[src/hw/idr_pkg.sv]
// Constants for the interrupt and DMA routing block.
// Assumes host I/O cycles arrive already decoded from the LPC framing.
package idr_pkg;
    // ------------------------------------------------------------
    // Configuration port
    // ------------------------------------------------------------
    localparam logic [15:0] CFG_PORT_LO = 16'h002E;
    localparam logic [15:0] CFG_PORT_HI = 16'h004E;
    // ------------------------------------------------------------
    // Register indices
    // ------------------------------------------------------------
    localparam logic [7:0] IDX_LDN = 8'h07;
    localparam logic [7:0] IDX_OSC_CFG = 8'h24;
    localparam logic [7:0] IDX_CFG_ADDR_A = 8'h26;
    localparam logic [7:0] IDX_CFG_ADDR_B = 8'h27;
    localparam logic [7:0] IDX_ACTIVATE = 8'h30;
    localparam logic [7:0] IDX_BASE_HIGH = 8'h60;
    localparam logic [7:0] IDX_BASE_LOW = 8'h61;
    localparam logic [7:0] IDX_IRQ_SEL = 8'h70;
    localparam logic [7:0] IDX_DMA_SEL = 8'h74;
    // ------------------------------------------------------------
    // Field positions
    // ------------------------------------------------------------
    localparam int OSC_QUAL16_BIT = 6;
    localparam int ACT_BIT = 0;
    // ------------------------------------------------------------
    // Logical device numbers
    // ------------------------------------------------------------
    localparam logic [7:0] LDN_FLOPPY = 8'h00;
    localparam logic [7:0] LDN_PPORT = 8'h03;
    localparam logic [7:0] LDN_UART1 = 8'h04;
    localparam logic [7:0] LDN_UART2 = 8'h05;
    // ------------------------------------------------------------
    // Reset values
    // ------------------------------------------------------------
    localparam logic [3:0] IRQ_RST_FLOPPY = 4'h6;
    localparam logic [3:0] IRQ_RST_OTHER = 4'h0;
    localparam logic [2:0] DMA_RST_FLOPPY = 3'h2;
    localparam logic [2:0] DMA_RST_OTHER = 3'h4;
    localparam logic [7:0] OSC_CFG_RST = 8'h00;
    // ------------------------------------------------------------
    // Parallel extended-control modes
    // ------------------------------------------------------------
    localparam logic [2:0] ECR_FIFO = 3'h2;
    localparam logic [2:0] ECR_ECP = 3'h3;
    localparam logic [2:0] ECR_TEST = 3'h6;
    // ------------------------------------------------------------
    // Base decode alignment masks (low address bits ignored)
    // ------------------------------------------------------------
    localparam logic [11:0] MASK_8B = 12'hFF8;
    localparam logic [11:0] MASK_4B = 12'hFFC;
endpackage

[src/hw/idr_routing.sv]
// Resource routing: config port, base decode, IRQ and DMA steering.
// Assumes one-cycle I/O read/write strobes synchronous to ref_clk_i.
//
// Overview of operation
// - Base addresses of logical devices are decoded on address bits 11:0.
// - Global config bit 6 set also requires address bits 15:12 zero.
// - Config port starts at 0x02E with strap low, 0x04E with strap high.
// - Writing global indices config_port_addr_a and config_port_addr_b moves the config port.
// - Index port at config address selects register; data port one above.
// - Interrupt select bits 3:0 at 0x70: zero none, else that line.
// - Interrupt select resets to zero, floppy device to 0x06.
// - Routed interrupts are active high; system management output is low.
// - Interrupt needs nonzero select and the device's enable; floppy uses gate.
// - Parallel interrupt needs enable except in modes 010, 011, 110; ECP mode also needs service bit clear.
// - Serial interrupt needs an enable bit 0-3 and auxiliary output two.
// - Lines not selected and used by any device stay undriven.
// - DMA select bits 2:0 at 0x74: one to three channel, four up none.
// - DMA select resets to 0x02 for floppy, 0x04 for devices three to five.
// - DMA active only with select one to three and device DMA enable.
// - Parallel DMA in ECP mode needs the extended DMA enable bit.
// - DMA channels not selected and used by any device stay disabled.
// - A device's own disable bit removes its interrupt and DMA too.
// - Floppy gate low or power down kills its IRQ, DMA and acknowledges.
// - Serial auxiliary output two low suppresses that serial interrupt.
// - Standard and EPP parallel modes gate interrupt by enable bit.
// - Modes 010 and 110 interrupt always on, 011 unless service bit set; DMA enable drives request.
`timescale 1ns/1ns
module idr_routing #(
    parameter int NUM_DEV = 4
) (
    input wire logic ref_clk_i,
    input wire logic sys_rst_i,
    input wire logic ce_i,
    input wire logic soft_rst_i,
    input wire logic cfg_port_strap_i,
    input wire logic [15:0] io_addr_i,
    input wire logic io_wr_i,
    input wire logic io_rd_i,
    input wire logic [7:0] io_wdata_i,
    output logic [7:0] io_rdata_o,
    output logic io_ack_o,
    output logic [3:0] dev_hit_o,
    input wire logic floppy_dma_gate_i,
    input wire logic floppy_pwrdn_i,
    input wire logic pport_irq_enable_i,
    input wire logic [2:0] pport_ecr_mode_i,
    input wire logic ext_service_int_i,
    input wire logic ext_dma_enable_i,
    input wire logic [3:0] uart1_int_enable_reg_i,
    input wire logic [3:0] uart2_int_enable_reg_i,
    input wire logic [1:0] uart_aux_out_two_i,
    input wire logic [3:0] dev_int_i,
    input wire logic [3:0] dev_drq_i,
    input wire logic [3:0] dma_ack_i,
    input wire logic smi_event_i,
    output logic [15:0] irq_o,
    output logic [15:0] irq_oe_o,
    output logic sys_mgmt_int_n_o,
    output logic [3:0] dma_req_o,
    output logic [3:0] dma_en_o,
    output logic [3:0] dev_dack_o
);
    initial begin
        if (NUM_DEV != 4) begin
            $error("idr_routing serves exactly four logical devices");
        end
    end

    // ------------------------------------------------------------
    // Helpers
    // ------------------------------------------------------------
    // Map logical device number to local slot; slot NUM_DEV is none
    function automatic logic [2:0] ldn_slot(input logic [7:0] ldn);
        if (ldn == idr_pkg::LDN_FLOPPY) begin
            ldn_slot = 3'd0;
        end else if (ldn == idr_pkg::LDN_PPORT) begin
            ldn_slot = 3'd1;
        end else if (ldn == idr_pkg::LDN_UART1) begin
            ldn_slot = 3'd2;
        end else if (ldn == idr_pkg::LDN_UART2) begin
            ldn_slot = 3'd3;
        end else begin
            ldn_slot = 3'd4;
        end
    endfunction

    function automatic logic base_hit(input logic [15:0] addr,
                                      input logic [15:0] base,
                                      input logic [11:0] mask,
                                      input logic qual16);
        base_hit = ((addr[11:0] & mask) == (base[11:0] & mask))
                   && !(qual16 && addr[15:12] != 4'h0);
    endfunction

    function automatic logic [3:0] irq_default(input int d);
        irq_default = (d == 0) ? idr_pkg::IRQ_RST_FLOPPY
                               : idr_pkg::IRQ_RST_OTHER;
    endfunction

    function automatic logic [2:0] dma_default(input int d);
        dma_default = (d == 0) ? idr_pkg::DMA_RST_FLOPPY
                               : idr_pkg::DMA_RST_OTHER;
    endfunction

    // ------------------------------------------------------------
    // Configuration state
    // ------------------------------------------------------------
    logic [15:0] cfg_base_r;
    logic strap_done_r;
    logic [7:0] index_r;
    logic [7:0] ldn_r;
    logic [7:0] osc_global_cfg_r;
    logic [NUM_DEV-1:0] act_r;
    logic [15:0] base_r [NUM_DEV];
    logic [3:0] irq_sel_r [NUM_DEV];
    logic [2:0] dma_sel_r [NUM_DEV];

    logic idx_port;
    logic dat_port;
    logic [2:0] slot;
    logic slot_ok;
    logic dat_wr;

    assign idx_port = (io_addr_i == cfg_base_r);
    assign dat_port = (io_addr_i == cfg_base_r + 16'h0001);
    assign slot = ldn_slot(ldn_r);
    assign slot_ok = (slot < 3'd4);
    assign dat_wr = ce_i && io_wr_i && dat_port;

    // Config port address; strap caught on first enabled cycle
    always_ff @(posedge ref_clk_i or posedge sys_rst_i) begin
        if (sys_rst_i) begin
            cfg_base_r <= idr_pkg::CFG_PORT_LO;
            strap_done_r <= 1'b0;
        end else if (ce_i) begin
            if (!strap_done_r) begin
                strap_done_r <= 1'b1;
                cfg_base_r <= cfg_port_strap_i ? idr_pkg::CFG_PORT_HI
                                               : idr_pkg::CFG_PORT_LO;
            end else if (dat_wr && index_r == idr_pkg::IDX_CFG_ADDR_A) begin
                cfg_base_r[7:0] <= io_wdata_i;
            end else if (dat_wr && index_r == idr_pkg::IDX_CFG_ADDR_B) begin
                cfg_base_r[15:8] <= io_wdata_i;
            end
        end
    end

    // Index, device select and global oscillator config
    always_ff @(posedge ref_clk_i or posedge sys_rst_i) begin
        if (sys_rst_i) begin
            index_r <= 8'h00;
            ldn_r <= 8'h00;
            osc_global_cfg_r <= idr_pkg::OSC_CFG_RST;
        end else if (ce_i) begin
            if (io_wr_i && idx_port) begin
                index_r <= io_wdata_i;
            end else if (dat_wr && index_r == idr_pkg::IDX_LDN) begin
                ldn_r <= io_wdata_i;
            end else if (dat_wr && index_r == idr_pkg::IDX_OSC_CFG) begin
                osc_global_cfg_r <= io_wdata_i;
            end
        end
    end

    // Per-device registers; soft reset restores routing defaults
    always_ff @(posedge ref_clk_i or posedge sys_rst_i) begin
        if (sys_rst_i) begin
            for (int d = 0; d < NUM_DEV; d++) begin
                act_r[d] <= 1'b0;
                base_r[d] <= 16'h0000;
                irq_sel_r[d] <= irq_default(d);
                dma_sel_r[d] <= dma_default(d);
            end
        end else if (ce_i) begin
            if (soft_rst_i) begin
                for (int d = 0; d < NUM_DEV; d++) begin
                    act_r[d] <= 1'b0;
                    irq_sel_r[d] <= irq_default(d);
                    dma_sel_r[d] <= dma_default(d);
                end
            end else if (dat_wr && slot_ok) begin
                if (index_r == idr_pkg::IDX_ACTIVATE) begin
                    act_r[slot[1:0]] <= io_wdata_i[idr_pkg::ACT_BIT];
                end else if (index_r == idr_pkg::IDX_BASE_HIGH) begin
                    base_r[slot[1:0]][15:8] <= io_wdata_i;
                end else if (index_r == idr_pkg::IDX_BASE_LOW) begin
                    base_r[slot[1:0]][7:0] <= io_wdata_i;
                end else if (index_r == idr_pkg::IDX_IRQ_SEL) begin
                    irq_sel_r[slot[1:0]] <= io_wdata_i[3:0];
                end else if (index_r == idr_pkg::IDX_DMA_SEL) begin
                    dma_sel_r[slot[1:0]] <= io_wdata_i[2:0];
                end
            end
        end
    end

    // ------------------------------------------------------------
    // Host read path
    // ------------------------------------------------------------
    logic [7:0] rd_nxt;
    always_comb begin
        rd_nxt = 8'h00;
        if (idx_port) begin
            rd_nxt = index_r;
        end else if (index_r == idr_pkg::IDX_LDN) begin
            rd_nxt = ldn_r;
        end else if (index_r == idr_pkg::IDX_OSC_CFG) begin
            rd_nxt = osc_global_cfg_r;
        end else if (index_r == idr_pkg::IDX_CFG_ADDR_A) begin
            rd_nxt = cfg_base_r[7:0];
        end else if (index_r == idr_pkg::IDX_CFG_ADDR_B) begin
            rd_nxt = cfg_base_r[15:8];
        end else if (!slot_ok) begin
            rd_nxt = 8'h00;
        end else if (index_r == idr_pkg::IDX_ACTIVATE) begin
            rd_nxt = {7'h00, act_r[slot[1:0]]};
        end else if (index_r == idr_pkg::IDX_BASE_HIGH) begin
            rd_nxt = base_r[slot[1:0]][15:8];
        end else if (index_r == idr_pkg::IDX_BASE_LOW) begin
            rd_nxt = base_r[slot[1:0]][7:0];
        end else if (index_r == idr_pkg::IDX_IRQ_SEL) begin
            rd_nxt = {4'h0, irq_sel_r[slot[1:0]]};
        end else if (index_r == idr_pkg::IDX_DMA_SEL) begin
            rd_nxt = {5'h00, dma_sel_r[slot[1:0]]};
        end
    end

    always_ff @(posedge ref_clk_i or posedge sys_rst_i) begin
        if (sys_rst_i) begin
            io_rdata_o <= 8'h00;
            io_ack_o <= 1'b0;
        end else if (ce_i) begin
            io_ack_o <= (io_rd_i || io_wr_i) && (idx_port || dat_port);
            io_rdata_o <= (io_rd_i && (idx_port || dat_port)) ? rd_nxt
                                                               : 8'h00;
        end
    end

    // ------------------------------------------------------------
    // Device base decode
    // ------------------------------------------------------------
    logic [NUM_DEV-1:0] live;
    logic [3:0] hit_nxt;
    logic qual16;
    assign qual16 = osc_global_cfg_r[idr_pkg::OSC_QUAL16_BIT];
    always_comb begin
        for (int d = 0; d < NUM_DEV; d++) begin
            live[d] = act_r[d] && (base_r[d] != 16'h0000);
            hit_nxt[d] = live[d] && (io_rd_i || io_wr_i) &&
                base_hit(io_addr_i, base_r[d],
                         (d == 1) ? idr_pkg::MASK_4B : idr_pkg::MASK_8B,
                         qual16);
        end
    end

    always_ff @(posedge ref_clk_i or posedge sys_rst_i) begin
        if (sys_rst_i) begin
            dev_hit_o <= 4'h0;
        end else if (ce_i) begin
            dev_hit_o <= hit_nxt;
        end
    end

    // ------------------------------------------------------------
    // Per-device enables
    // ------------------------------------------------------------
    logic floppy_ok;
    logic pp_irq_ok;
    logic pp_on_mode;
    logic [NUM_DEV-1:0] irq_ok;
    logic [NUM_DEV-1:0] dma_ok;

    assign floppy_ok = floppy_dma_gate_i && !floppy_pwrdn_i;
    assign pp_on_mode = (pport_ecr_mode_i == idr_pkg::ECR_FIFO) ||
                        (pport_ecr_mode_i == idr_pkg::ECR_ECP) ||
                        (pport_ecr_mode_i == idr_pkg::ECR_TEST);
    // Other modes (standard, EPP) follow the control-port enable
    assign pp_irq_ok = (pp_on_mode || pport_irq_enable_i) &&
        !(pport_ecr_mode_i == idr_pkg::ECR_ECP && ext_service_int_i);
    assign irq_ok[0] = floppy_ok;
    assign irq_ok[1] = pp_irq_ok;
    assign irq_ok[2] = (|uart1_int_enable_reg_i) && uart_aux_out_two_i[0];
    assign irq_ok[3] = (|uart2_int_enable_reg_i) && uart_aux_out_two_i[1];
    assign dma_ok[0] = floppy_ok;
    assign dma_ok[1] = ext_dma_enable_i;
    assign dma_ok[2] = 1'b1;
    assign dma_ok[3] = 1'b1;

    // ------------------------------------------------------------
    // Line steering
    // ------------------------------------------------------------
    logic [15:0] irq_nxt;
    logic [15:0] oe_nxt;
    logic [3:0] dreq_nxt;
    logic [3:0] den_nxt;
    logic [3:0] dack_nxt;
    always_comb begin
        irq_nxt = 16'h0000;
        oe_nxt = 16'h0000;
        dreq_nxt = 4'h0;
        den_nxt = 4'h0;
        dack_nxt = 4'h0;
        for (int d = 0; d < NUM_DEV; d++) begin
            if (live[d] && irq_ok[d] && irq_sel_r[d] != 4'h0) begin
                oe_nxt[irq_sel_r[d]] = 1'b1;
                irq_nxt[irq_sel_r[d]] = irq_nxt[irq_sel_r[d]] ||
                                        dev_int_i[d];
            end
            // Select zero and four-seven never reach a channel
            if (live[d] && dma_ok[d] && dma_sel_r[d] != 3'h0 &&
                dma_sel_r[d] < 3'h4) begin
                den_nxt[dma_sel_r[d][1:0]] = 1'b1;
                dreq_nxt[dma_sel_r[d][1:0]] =
                    dreq_nxt[dma_sel_r[d][1:0]] || dev_drq_i[d];
                dack_nxt[d] = dma_ack_i[dma_sel_r[d][1:0]];
            end
        end
    end

    always_ff @(posedge ref_clk_i or posedge sys_rst_i) begin
        if (sys_rst_i) begin
            irq_o <= 16'h0000;
            irq_oe_o <= 16'h0000;
            dma_req_o <= 4'h0;
            dma_en_o <= 4'h0;
            dev_dack_o <= 4'h0;
        end else if (ce_i) begin
            irq_o <= irq_nxt;
            irq_oe_o <= oe_nxt;
            dma_req_o <= dreq_nxt;
            dma_en_o <= den_nxt;
            dev_dack_o <= dack_nxt;
        end
    end

    // System management output is active low
    always_ff @(posedge ref_clk_i or posedge sys_rst_i) begin
        if (sys_rst_i) begin
            sys_mgmt_int_n_o <= 1'b1;
        end else if (ce_i) begin
            sys_mgmt_int_n_o <= !smi_event_i;
        end
    end

    // ------------------------------------------------------------
    // Checks
    // ------------------------------------------------------------
    a_strap_port: assert property (
        @(posedge ref_clk_i) disable iff (sys_rst_i)
        ce_i && !strap_done_r |=> cfg_base_r ==
            ($past(cfg_port_strap_i) ? 16'h004E : 16'h002E))
        else $error("config port not placed by strap");
    a_port_move: assert property (
        @(posedge ref_clk_i) disable iff (sys_rst_i)
        strap_done_r && dat_wr && !(io_wr_i && idx_port) &&
        index_r == 8'h26 |=> cfg_base_r[7:0] == $past(io_wdata_i))
        else $error("config port low byte not moved");
    a_qual_high: assert property (
        @(posedge ref_clk_i) disable iff (sys_rst_i)
        ce_i && qual16 && io_addr_i[15:12] != 4'h0 |=> dev_hit_o == 4'h0)
        else $error("device hit with upper address bits set");
    a_irq_undriven: assert property (
        @(posedge ref_clk_i) disable iff (sys_rst_i)
        ce_i && oe_nxt == 16'h0000 |=> irq_o == 16'h0000 &&
            irq_oe_o == 16'h0000)
        else $error("interrupt driven while unused");
    a_irq_zero_none: assert property (
        @(posedge ref_clk_i) disable iff (sys_rst_i)
        irq_oe_o[0] == 1'b0 && irq_o[0] == 1'b0)
        else $error("select zero drove a line");
    a_floppy_gate: assert property (
        @(posedge ref_clk_i) disable iff (sys_rst_i)
        ce_i && !floppy_dma_gate_i && irq_sel_r[0] != 4'h0 &&
        irq_sel_r[1] != irq_sel_r[0] && irq_sel_r[2] != irq_sel_r[0] &&
        irq_sel_r[3] != irq_sel_r[0] |=> !irq_oe_o[$past(irq_sel_r[0])]
            && !dev_dack_o[0])
        else $error("floppy routed with gate low");
    a_uart_aux: assert property (
        @(posedge ref_clk_i) disable iff (sys_rst_i)
        ce_i && !uart_aux_out_two_i[0] && !dev_int_i[0] && !dev_int_i[1]
        && !dev_int_i[3] |=> irq_o == 16'h0000)
        else $error("serial interrupt passed with aux output low");
    a_dma_reserved: assert property (
        @(posedge ref_clk_i) disable iff (sys_rst_i)
        dma_req_o[0] == 1'b0 && dma_en_o[0] == 1'b0)
        else $error("reserved DMA select drove a request");
    a_smi_low: assert property (
        @(posedge ref_clk_i) disable iff (sys_rst_i)
        ce_i && smi_event_i ##1 ce_i |=> !$past(sys_mgmt_int_n_o) ||
            !ce_i)
        else $error("system management output not active low");
    a_irq_default: assert property (
        @(posedge ref_clk_i) disable iff (sys_rst_i)
        ce_i && soft_rst_i |=> irq_sel_r[0] == 4'h6 &&
            irq_sel_r[1] == 4'h0 && dma_sel_r[0] == 3'h2 &&
            dma_sel_r[1] == 3'h4 && dma_sel_r[3] == 3'h4)
        else $error("soft reset left wrong routing defaults");
endmodule

[config.mk]
export PLATFORM = sky130hd
export DESIGN_NAME = idr_routing
export DESIGN_NICKNAME = d
export VERILOG_FILES = /design/src/hw/idr_pkg.sv /design/src/hw/idr_routing.sv
export SDC_FILE = /design/constraint.sdc
export NUM_CORES = 1
export LEC_CHECK = 0
export ABC_AREA = 0
export BUFFER_PORTS_ARGS = -buffer_cell sky130_fd_sc_hd__buf_2
export CAP_MARGIN = 20
export CORE_UTILIZATION = 60
export DETAILED_ROUTE_END_ITERATION = 10
export PLACE_DENSITY = 0.81
export SLEW_MARGIN = 10
export SYNTH_ARGS = -nofsm -noshare
export SYNTH_HDL_FRONTEND = slang
export SYNTH_SLANG_ARGS = --single-unit
[constraint.sdc]
create_clock -name ref_clk_i -period 8.8 [get_ports ref_clk_i]
set_clock_uncertainty 0.2 [all_clocks]
set_input_delay 0.88 -clock ref_clk_i [delete_from_list [all_inputs] [get_ports ref_clk_i]]
set_output_delay 0.88 -clock ref_clk_i [all_outputs]
set_load 0.05 [all_outputs]
==> results.txt, run 1 <==
- The flow ran to the end, and the final reports show no timing, DRC or antenna violations.
- Max-cap violations in this run came to 0.
* Share of layout cells above drive strength 1: 19.0%
- On the worst path, the slowest cell contributes a delay of 0.63 ns.
- The count of nets left with antenna violations once routing finished came out at 0.
* Master of the slowest instance on the critical path: a2111oi_2
- Number of global-route vias before repair: roughly 11,000
- In this run the core area contains 52 standard-cell rows.
- For this run, the number of Yosys warnings is 0.
- Worst R2R Start: cfg_base_r[1]
- The design draws approximately 2200 uW.
- Placement-stage cell area: 13,000 um^2
- The final number of hold-violating endpoints came to 0.
- The final route contains about 12,000 vias.
- Clock tree synthesis found a total of approximately 200 sinks.
- Pwr dens: 159 nW/um^2
- Count of cells resized by post-cts repair: 0
- For this configuration, the core starts out at a cell density of roughly 61%.
- Of all nets on the critical path, the largest fanout is 9.
- Pin placement for this block handled 120 I/O pins.
- Critical Path End Type: flop
- TritonCTS built the clock tree.
* Die Width: about 150 um
- Share of the synthesized area in the top cell type: roughly 37%
- In this run the most critical hold path is launched from sys_mgmt_int_n_o.
- After detailed routing, the average wire length per cell comes to 25.5 um.
- Synth Instances: 1,380
- The share of the Yosys chip area taken by registers is 39.5%.
* Worst Tran Pin Value: between 1 and 1.5 ns
- Headroom to the max-slew limit came out at 27.9%.
- Most frequent CP cell: nand2_1
- Height of the die: 146 um
- The initial antenna violation count came to 0.
- I/O Buffers: around 120
- In the routed design, unresolved DRC markers number 0.
- Setup slack closes at 4.16 ns.
- The total overflow left after global routing is 0.
* Arrival time reported for the critical path endpoint: 4.79 ns
- Endpoint of the lowest-slack register-to-register path: base_r[46]
- Cell types occupying the most area after synthesis: dfrtp_1 (37%), mux2_2 (7.4%), mux2i_1 (3.6%), nor2_1 (3.5%), nand2_1 (3.5%)
* Final Critical Period: 4.64 ns
- Once layout is done, the placed cells without fillers occupy 13,700 um^2.
- STA puts the critical path data required time at 8.94 ns.
* Postcts setup bufs: 0
- The netlist uses 81 different library cells.
- Sum of net half-perimeters after detailed placement: around 32 mm
- Post-CTS clock slew at the launch and capture registers of the worst setup and hold paths: 0.09 ns
- Launching element of the worst setup path: cfg_base_r[1]
- Summed over all instances, the cell type with the most area after synthesis is dfrtp_1.
- Final weighted congestion in routability-driven placement: 1.03
* Setup-failing EPs final: 0
- Setup repair after global routing left no endpoint under its margin.
* Destination of the worst hold path: sys_mgmt_int_n_o
- For this run, asynchronously set or reset flops after synthesis account for 100%.
* Largest net degree at the start of global routing: between 100 and 150
- The synthesized netlist occupies a cell area of 12,400 um^2.
- The die covers 21,200 um^2.
- Across all register-to-register paths, the minimum setup slack is 4.16 ns.
- EDFF count, synth: 0
- CP Class: flop to flop
- Counting cells, the worst reg-to-reg path comes to 11.
* Clk_lat worst skew: 0.46 ns
- On the critical path the largest part of the delay comes from simple AND/OR/NAND/NOR gates.
* Worst path buffer plus inverter count: 0
- Core Footprint: approximately 20,000 um^2
* Commonest non-fill, non-tap cells in the layout: dfrtp_1 (184), buf_2 (118), nor2_1 (116), nand2_1 (114), mux2_2 (81)
- H-tree Lvls: 4
- Overall track demand over capacity in global routing: 41.4%
- The first global-routing pass estimated 66.8 mm of wire.
- 0 antenna diodes ended up in the layout.
- Area growth from synthesis to final layout: 10.5%
* Share of the clock period used by the worst path: 52.8%
* Path type of the worst min-delay path: flop to flop
- Hold Path Cell Cnt: 2
- For this block, the routed nets add up to 43.7 mm of wire.
- Cells along the critical path: ha_1 -> nand2_1 -> or3_1 -> o211a_1 -> o31ai_1 -> nand3_1 -> a2111oi_2 -> nand4_1 -> nor4_2 -> nand2_1 -> mux2_2
- The number of pins with negative max-slew slack in the final report is 0.
* Initial DRT Pass Iterations: 6
* Bufs on Longest Clock Path: 2
- Syn avg cell area: between 8 and 9 um^2
- In the routed layout, each cell is associated on average with a via count of 7.08.
- STA classifies the critical path startpoint as a flop.
* Worst VDD drop: approximately 0.13 mV
- In the final timing run, aggregate negative setup slack is 0 ns.
* Post-CTS Hold Fix Bufs: 0
* Number of DRC markers in iteration 0: 1,582
- At the placement stage, the worst setup path has a slack of 4.12 ns.
- Leakage Power: 0.00592 uW
- Based on the critical path, the design can be clocked at up to 215 MHz.
* Most common library cell in the layout ignoring fill and taps: dfrtp_1
* Clock tree root buffer cell: clkbuf_16
* Post-synth net total: 1,443
- Number of nets in the layout: 1,497
- In this run, CTS created clock tree buffers numbering 17.
* Synth Register Bits: a little under 200
- Dominant register cell in the synthesized netlist: dfrtp_1
==> through the flow <==
step           utilization, %  hold slack (ns)  cells
6_report                 67.6            0.268   1717
5_1_grt                  67.6            0.313   1717
4_1_cts                  67.6            0.273   1717
3_5_place_dp             64.4            0.261   1685
3_3_place_gp             64.4            0.253   1684
2_1_floorplan               -            0.250   1380
==> metal layers <==
layer / track usage (%) / part of all wire (%)
met3: 7.81 / 10
met5: 0 / 0
met1: 54.4 / 38
met2: 65.6 / 46
met4: 21.6 / 5.9
==> worst max path at each step <==
stage | depth (start not counted) | slack [ns] | to
2_1_floorplan | 1 | 2.43 | act_r[0]
3_3_place_gp | 12 | 4.15 | irq_o[12]
3_5_place_dp | 12 | 4.12 | irq_o[13]
4_1_cts | 11 | 4.27 | base_r[42]
5_1_grt | 11 | 3.92 | base_r[45]
6_report | 11 | 4.16 | base_r[46]
==> cell usage after synthesis, drive strengths merged (20+ instances only) <==
| cell | count |
|---|---|
| dfrtp | 184 |
| nor2 | 116 |
| nand2 | 114 |
| mux2 | 81 |
| clkbuf | 79 |
| o21ai | 74 |
| a21oi | 65 |
| inv | 54 |
| nand3 | 52 |
| mux2i | 45 |
| nor3 | 44 |
| o22ai | 41 |
| nor4 | 37 |
| xor2 | 34 |
| xnor2 | 31 |
| nand4 | 22 |
| a211oi | 21 |
| and3 | 20 |
==> worst reg2reg max path, stage by stage, from the launching register on <==
cell       delay (ns)
dfstp_2          0.62
ha_1             0.25
nand2_1          0.19
or3_1            0.37
o211a_1          0.22
o31ai_1          0.29
nand3_1          0.13
a2111oi_2        0.63
nand4_1          0.30
nor4_2           0.55
nand2_1          0.41
mux2_2           0.38
==> area by class of cell <==
type                            instances  area (um^2)
Sequential cell                       195         4890
Multi-Input combinational cell       1037         6920
Fill cell                            1685         6560
Clock buffer                           17          425
Tap cell                              270          338
Timing Repair Buffer                  128          669
Inverter                               55          214
Clock inverter                         15          215
==> flip-flops by register name (all words and copies together), names as in the netlist <==
| register | cells |
|---|---|
| act_r | 4 |
| base_r | 64 |
| cfg_base_r | 16 |
| dev_dack_o | 4 |
| dev_hit_o | 4 |
| dma_en_o | 4 |
| dma_req_o | 4 |
| dma_sel_r | 12 |
| index_r | 8 |
| io_ack_o | 1 |
| io_rdata_o | 8 |
| irq_o | 16 |
| irq_oe_o | 16 |
| irq_sel_r | 16 |
| ldn_r | 8 |
| osc_global_cfg_r | 8 |
| strap_done_r | 1 |
| sys_mgmt_int_n_o | 1 |
==> power by group <==
part	switching [uW]	internal, uW
logic	232	95.2
clock network	445	401
registers	64.2	930
==> cells by family (layout without fill, tap and decap cells) <==
| kind of cell | count (synthesis) | after routing | synth area share (%) |
|---|---|---|---|
| AO/OA/AOI/OAI | 350 | 350 | 19.8 |
| flip-flops | 195 | 195 | 39.5 |
| multiplexers | 128 | 128 | 11.4 |
| buffers and inverters | 148 | 215 | 4.55 |
| adder cells (fa/ha/maj) | 1 | 1 | 0.101 |
| AND/OR/NAND/NOR | 493 | 493 | 20.0 |
| XOR/XNOR | 65 | 65 | 4.60 |
Note: power is estimated with default switching activity, not from simulation.
==> run 2: changes to the inputs <==
Settings changed: ABC_AREA 0 to 1.
Clock period 8.8 ns to 4.4 ns, I/O delays scaled along.
==> run 2 against run 1 <==
Non-clock buffer count is 28 higher; flip-flop and latch count stayed put; clock power grew 87%; sequential power rose by 90%; critical endpoint is now irq_o[1]; largest cell class unchanged; largest power group unchanged.
==> results.txt, run 2 <==
- Counting flops with an async set or reset pin after synthesis yields a share of 100%.
* Most common library cell in the layout ignoring fill and taps: nand2_1
- Syn avg cell area: approximately 7 um^2
* Yosys synthesis warning count: 0
- Most frequent CP cell: nand2_1
- Initial cell density of the core: 61.9%
* Reported net switching power: 1170 uW
- CTS tree: yes
- The final number of hold-violating endpoints is 0.
- In this run the worst path has a maximum fanout of 15.
- Top-count cell post-synth: nand2_1
- The first global-routing pass estimated 66.0 mm of wire.
- In this run the core area contains 51 standard-cell rows.
- For this run, the top clock speed supported by timing is 235 MHz.
- The final layout contains 1,896 nets.
* Die footprint: 20,900 um^2
* Proportion of power drawn by combinational gates: 11.0%
* Final Critical Period: 4.25 ns
- When the netlist entered floorplanning its net count stood at 1,783.
- The clock network is responsible for 40.6% of the overall power.
- Final max-slew violation count: 0
- Summed instance area of the synthesized netlist: 12,200 um^2
* Critical Path Max Stage Delay: approximately 0.47 ns
- Part of the power in registers: 48.4%
- The repair_antennas step left the layout with diodes totalling 0.
- Synthesis produced a netlist whose cell count is 1,720.
- Sum of net half-perimeters after detailed placement: 32.6 mm
- The worst-case IR drop observed on VDD is 0.279 mV.
* Synth Register Bits: 195
- After clock tree synthesis, the clock-pin slew on the worst setup and hold paths is around 0.080 ns.
- In this design, the largest share of critical-path delay is due to simple AND/OR/NAND/NOR gates.
- Setup-failing EPs final: 0
* Overall track demand over capacity in global routing: 42.6%
* Share of the clock period used by the worst path: 96.6%
- Top cell types by occurrence after synthesis: nand2_1 (423), nor2_1 (213), inv_1 (192)
- Height of the die: 145 um
* Bufs on Longest Clock Path: 2
- Before CTS, the worst setup slack after placement is 0.342 ns.
* Number of sinks handled by clock tree synthesis: 195
- Leakage Power: 0.00652 uW
- After detailed routing, the average wire length per cell comes to roughly 20 um.
- Share of layout cells above drive strength 1: between 10% and 20%
* Worst path buffer plus inverter count: 4
- In this run the worst hold path is classified as input port to flop.
* Residual DRC: 0
* Final worst setup slack: 0.149 ns
- Portion of the post-synthesis area used by sequential elements: about 40%
- Net switching is ~30% of the power.
* Post-route ant nets: 0
- Vias after detailed routing: 13,100
- Arrival time reported for the critical path endpoint: 4.39 ns
* Critical Path RT: 4.54 ns
- CP Class: flop to flop
- In this run the count of I/O pins placed on the die edge is 120.
- Worst slew slack as a fraction of its limit: roughly 23%
* Number of DRC markers in iteration 0: approximately 1,400
- The initial antenna violation count came to 0.
- In this run the power density over the cells is 282 nW/um^2.
* Die Width: about 140 um
- Master of the slowest instance on the critical path: dfrtp_1
* Number of clock buffers inserted by TritonCTS: 17
- Post-synthesis cell type with the largest combined area: dfrtp_1
* Layout fillers: 1,707
- Across the run, the number of max-cap violations was 0.
- Critical Path End Type: flop
- The number of global-route vias before repair came to ~12,000.
- Core Footprint: around 20,000 um^2
- The library cells used most frequently in the layout, excluding fill and tap cells, are nand2_1 (420), nor2_1 (212), inv_1 (191), dfrtp_1 (184), o21ai_0 (169).
* Number of unique standard cell types used by synthesis: 48
- Summed over all layers, the global routing overflow is 0.
- In this run, synthesis inferred 0 flip-flops with an integrated enable.
- Final weighted congestion in routability-driven placement: about 1
- Cell-internal power: approximately 2700 uW
- Dominant register cell in the synthesized netlist: dfrtp_1
* Max FFs per register: 64
* Top register by number of flip-flops: base_r
- After detailed routing, the total wire length is 43.1 mm.
- Worst Tran Pin Value: 1.15 ns
- I/O Buffers: 119
- In this run the clock root is driven by a clkbuf_16.
* H-tree Lvls: 4
* Worst hold slack: 0.0698 ns
* Outcome: complete, no violations
* Drt via density: 6.21
- Yosys attributes the largest share of cell area to dfrtp_1 (38%), nand2_1 (13%), o21ai_0 (7.0%), nor2_1 (6.6%), inv_1 (5.9%).
- Largest net degree at the start of global routing: between 80 and 90
- The worst setup path is launched from a flop.
- Share of the synthesized area in the top cell type: around 38%
- Clk_lat worst skew: about 0.45 ns
- Initial DRT Pass Iterations: 6
* Area growth from synthesis to final layout: 13.2%
-- run 2: cell count changes in the layout (fill, tap and decap cells not counted), sizes merged, moves of 14 or more --
cell / change
a211oi: -18
o21ai: +96
nand2: +312
a21oi: -33
nand3: +57
inv: +134
nor2: +104
nor2b: -14
and2: -14
and3: -18
mux2i: -45
mux2: -79
buf: +26
-- run 2: path summary, 6_finish.rpt --
check                                 start            end  slack (ns)  depth (start not counted)
max                              base_r[57]       irq_o[1]        0.15                         30
min                        cfg_port_strap_i  cfg_base_r[6]        0.07                          3
max reg2reg                      base_r[57]       irq_o[1]        0.15                         30
min reg2reg                    dma_req_o[1]   dma_req_o[1]        0.28                          2
max in group asynchronous         sys_rst_i    irq_oe_o[9]        2.88                          4
min in group asynchronous         sys_rst_i   dma_sel_r[7]        0.33                          3
-- run 2: metrics by stage --
step / std cells / power, uW / utilization, % / area [um^2] / TNS, ns
floorplan: 1720 / 2180 / - / 12200 / 0
global placement: 2072 / 2330 / 66.5 / 13100 / 0
detailed placement: 2072 / 2330 / 66.5 / 13100 / 0
CTS: 2106 / 3880 / 69.6 / 13700 / 0
global route: 2111 / 4010 / 70.1 / 13800 / -0.0303
finish: 2111 / 3900 / 70.1 / 13800 / 0
-- run 2: area by class of cell --
class	count	area, um^2	area share (%)
timing repair buffer	156	937	6.78
clock buffer	17	425	3.08
inverter	200	754	5.46
sequential	195	4890	35.4
multi-input combinational	1263	6300	45.6
clock inverter	15	180	1.30
tap	265	332	2.40
-- run 2: logic make-up (layout without fill, tap and decap cells) --
logic type,after synthesis,in the layout,share of synthesized area [%]
fa+ha+maj,1,1,0.103
compound gates,333,333,16.2
simple gates,861,861,30.2
mux,2,2,0.185
flops,195,195,40.1
buf+inv,262,388,8.43
xor+xnor,66,66,4.74
-- run 2: worst register-to-register path, delay by kind of cell (launching register included) --
| kind | cells | cell delay, ns |
|---|---|---|
| flip-flops | 1 | 0.47 |
| AND/OR/NAND/NOR | 26 | 2.73 |
| buffers and inverters | 4 | 0.73 |
-- run 2: power groups by stage --
| stage | logic (uW) | clock network, uW | registers (uW) |
|---|---|---|---|
| finish | 430 | 1580 | 1890 |
| global route | 469 | 1650 | 1890 |
| CTS | 417 | 1580 | 1880 |
| detailed placement | 414 | 0 | 1920 |
| global placement | 411 | 0 | 1920 |
| floorplan | 237 | 0 | 1950 |
-- run 2: what timing repair did --
action,4_1_cts,5_1_grt
hold buffers,2,0
resized for setup,0,9
endpoints found under the setup margin,0,74
endpoints found under the hold margin,11,0
buffers inserted,0,5
-- run 2: metal layers --
layer	track usage (%)	part of all wire, %	wire [um]	up-vias
li1	-	-	-	5993
met3	6.42	8.3	3570	192
met1	53.0	38	16500	6129
met4	30.6	7.2	3120	0
met2	67.7	46	19900	796
met5	0	0	0	-
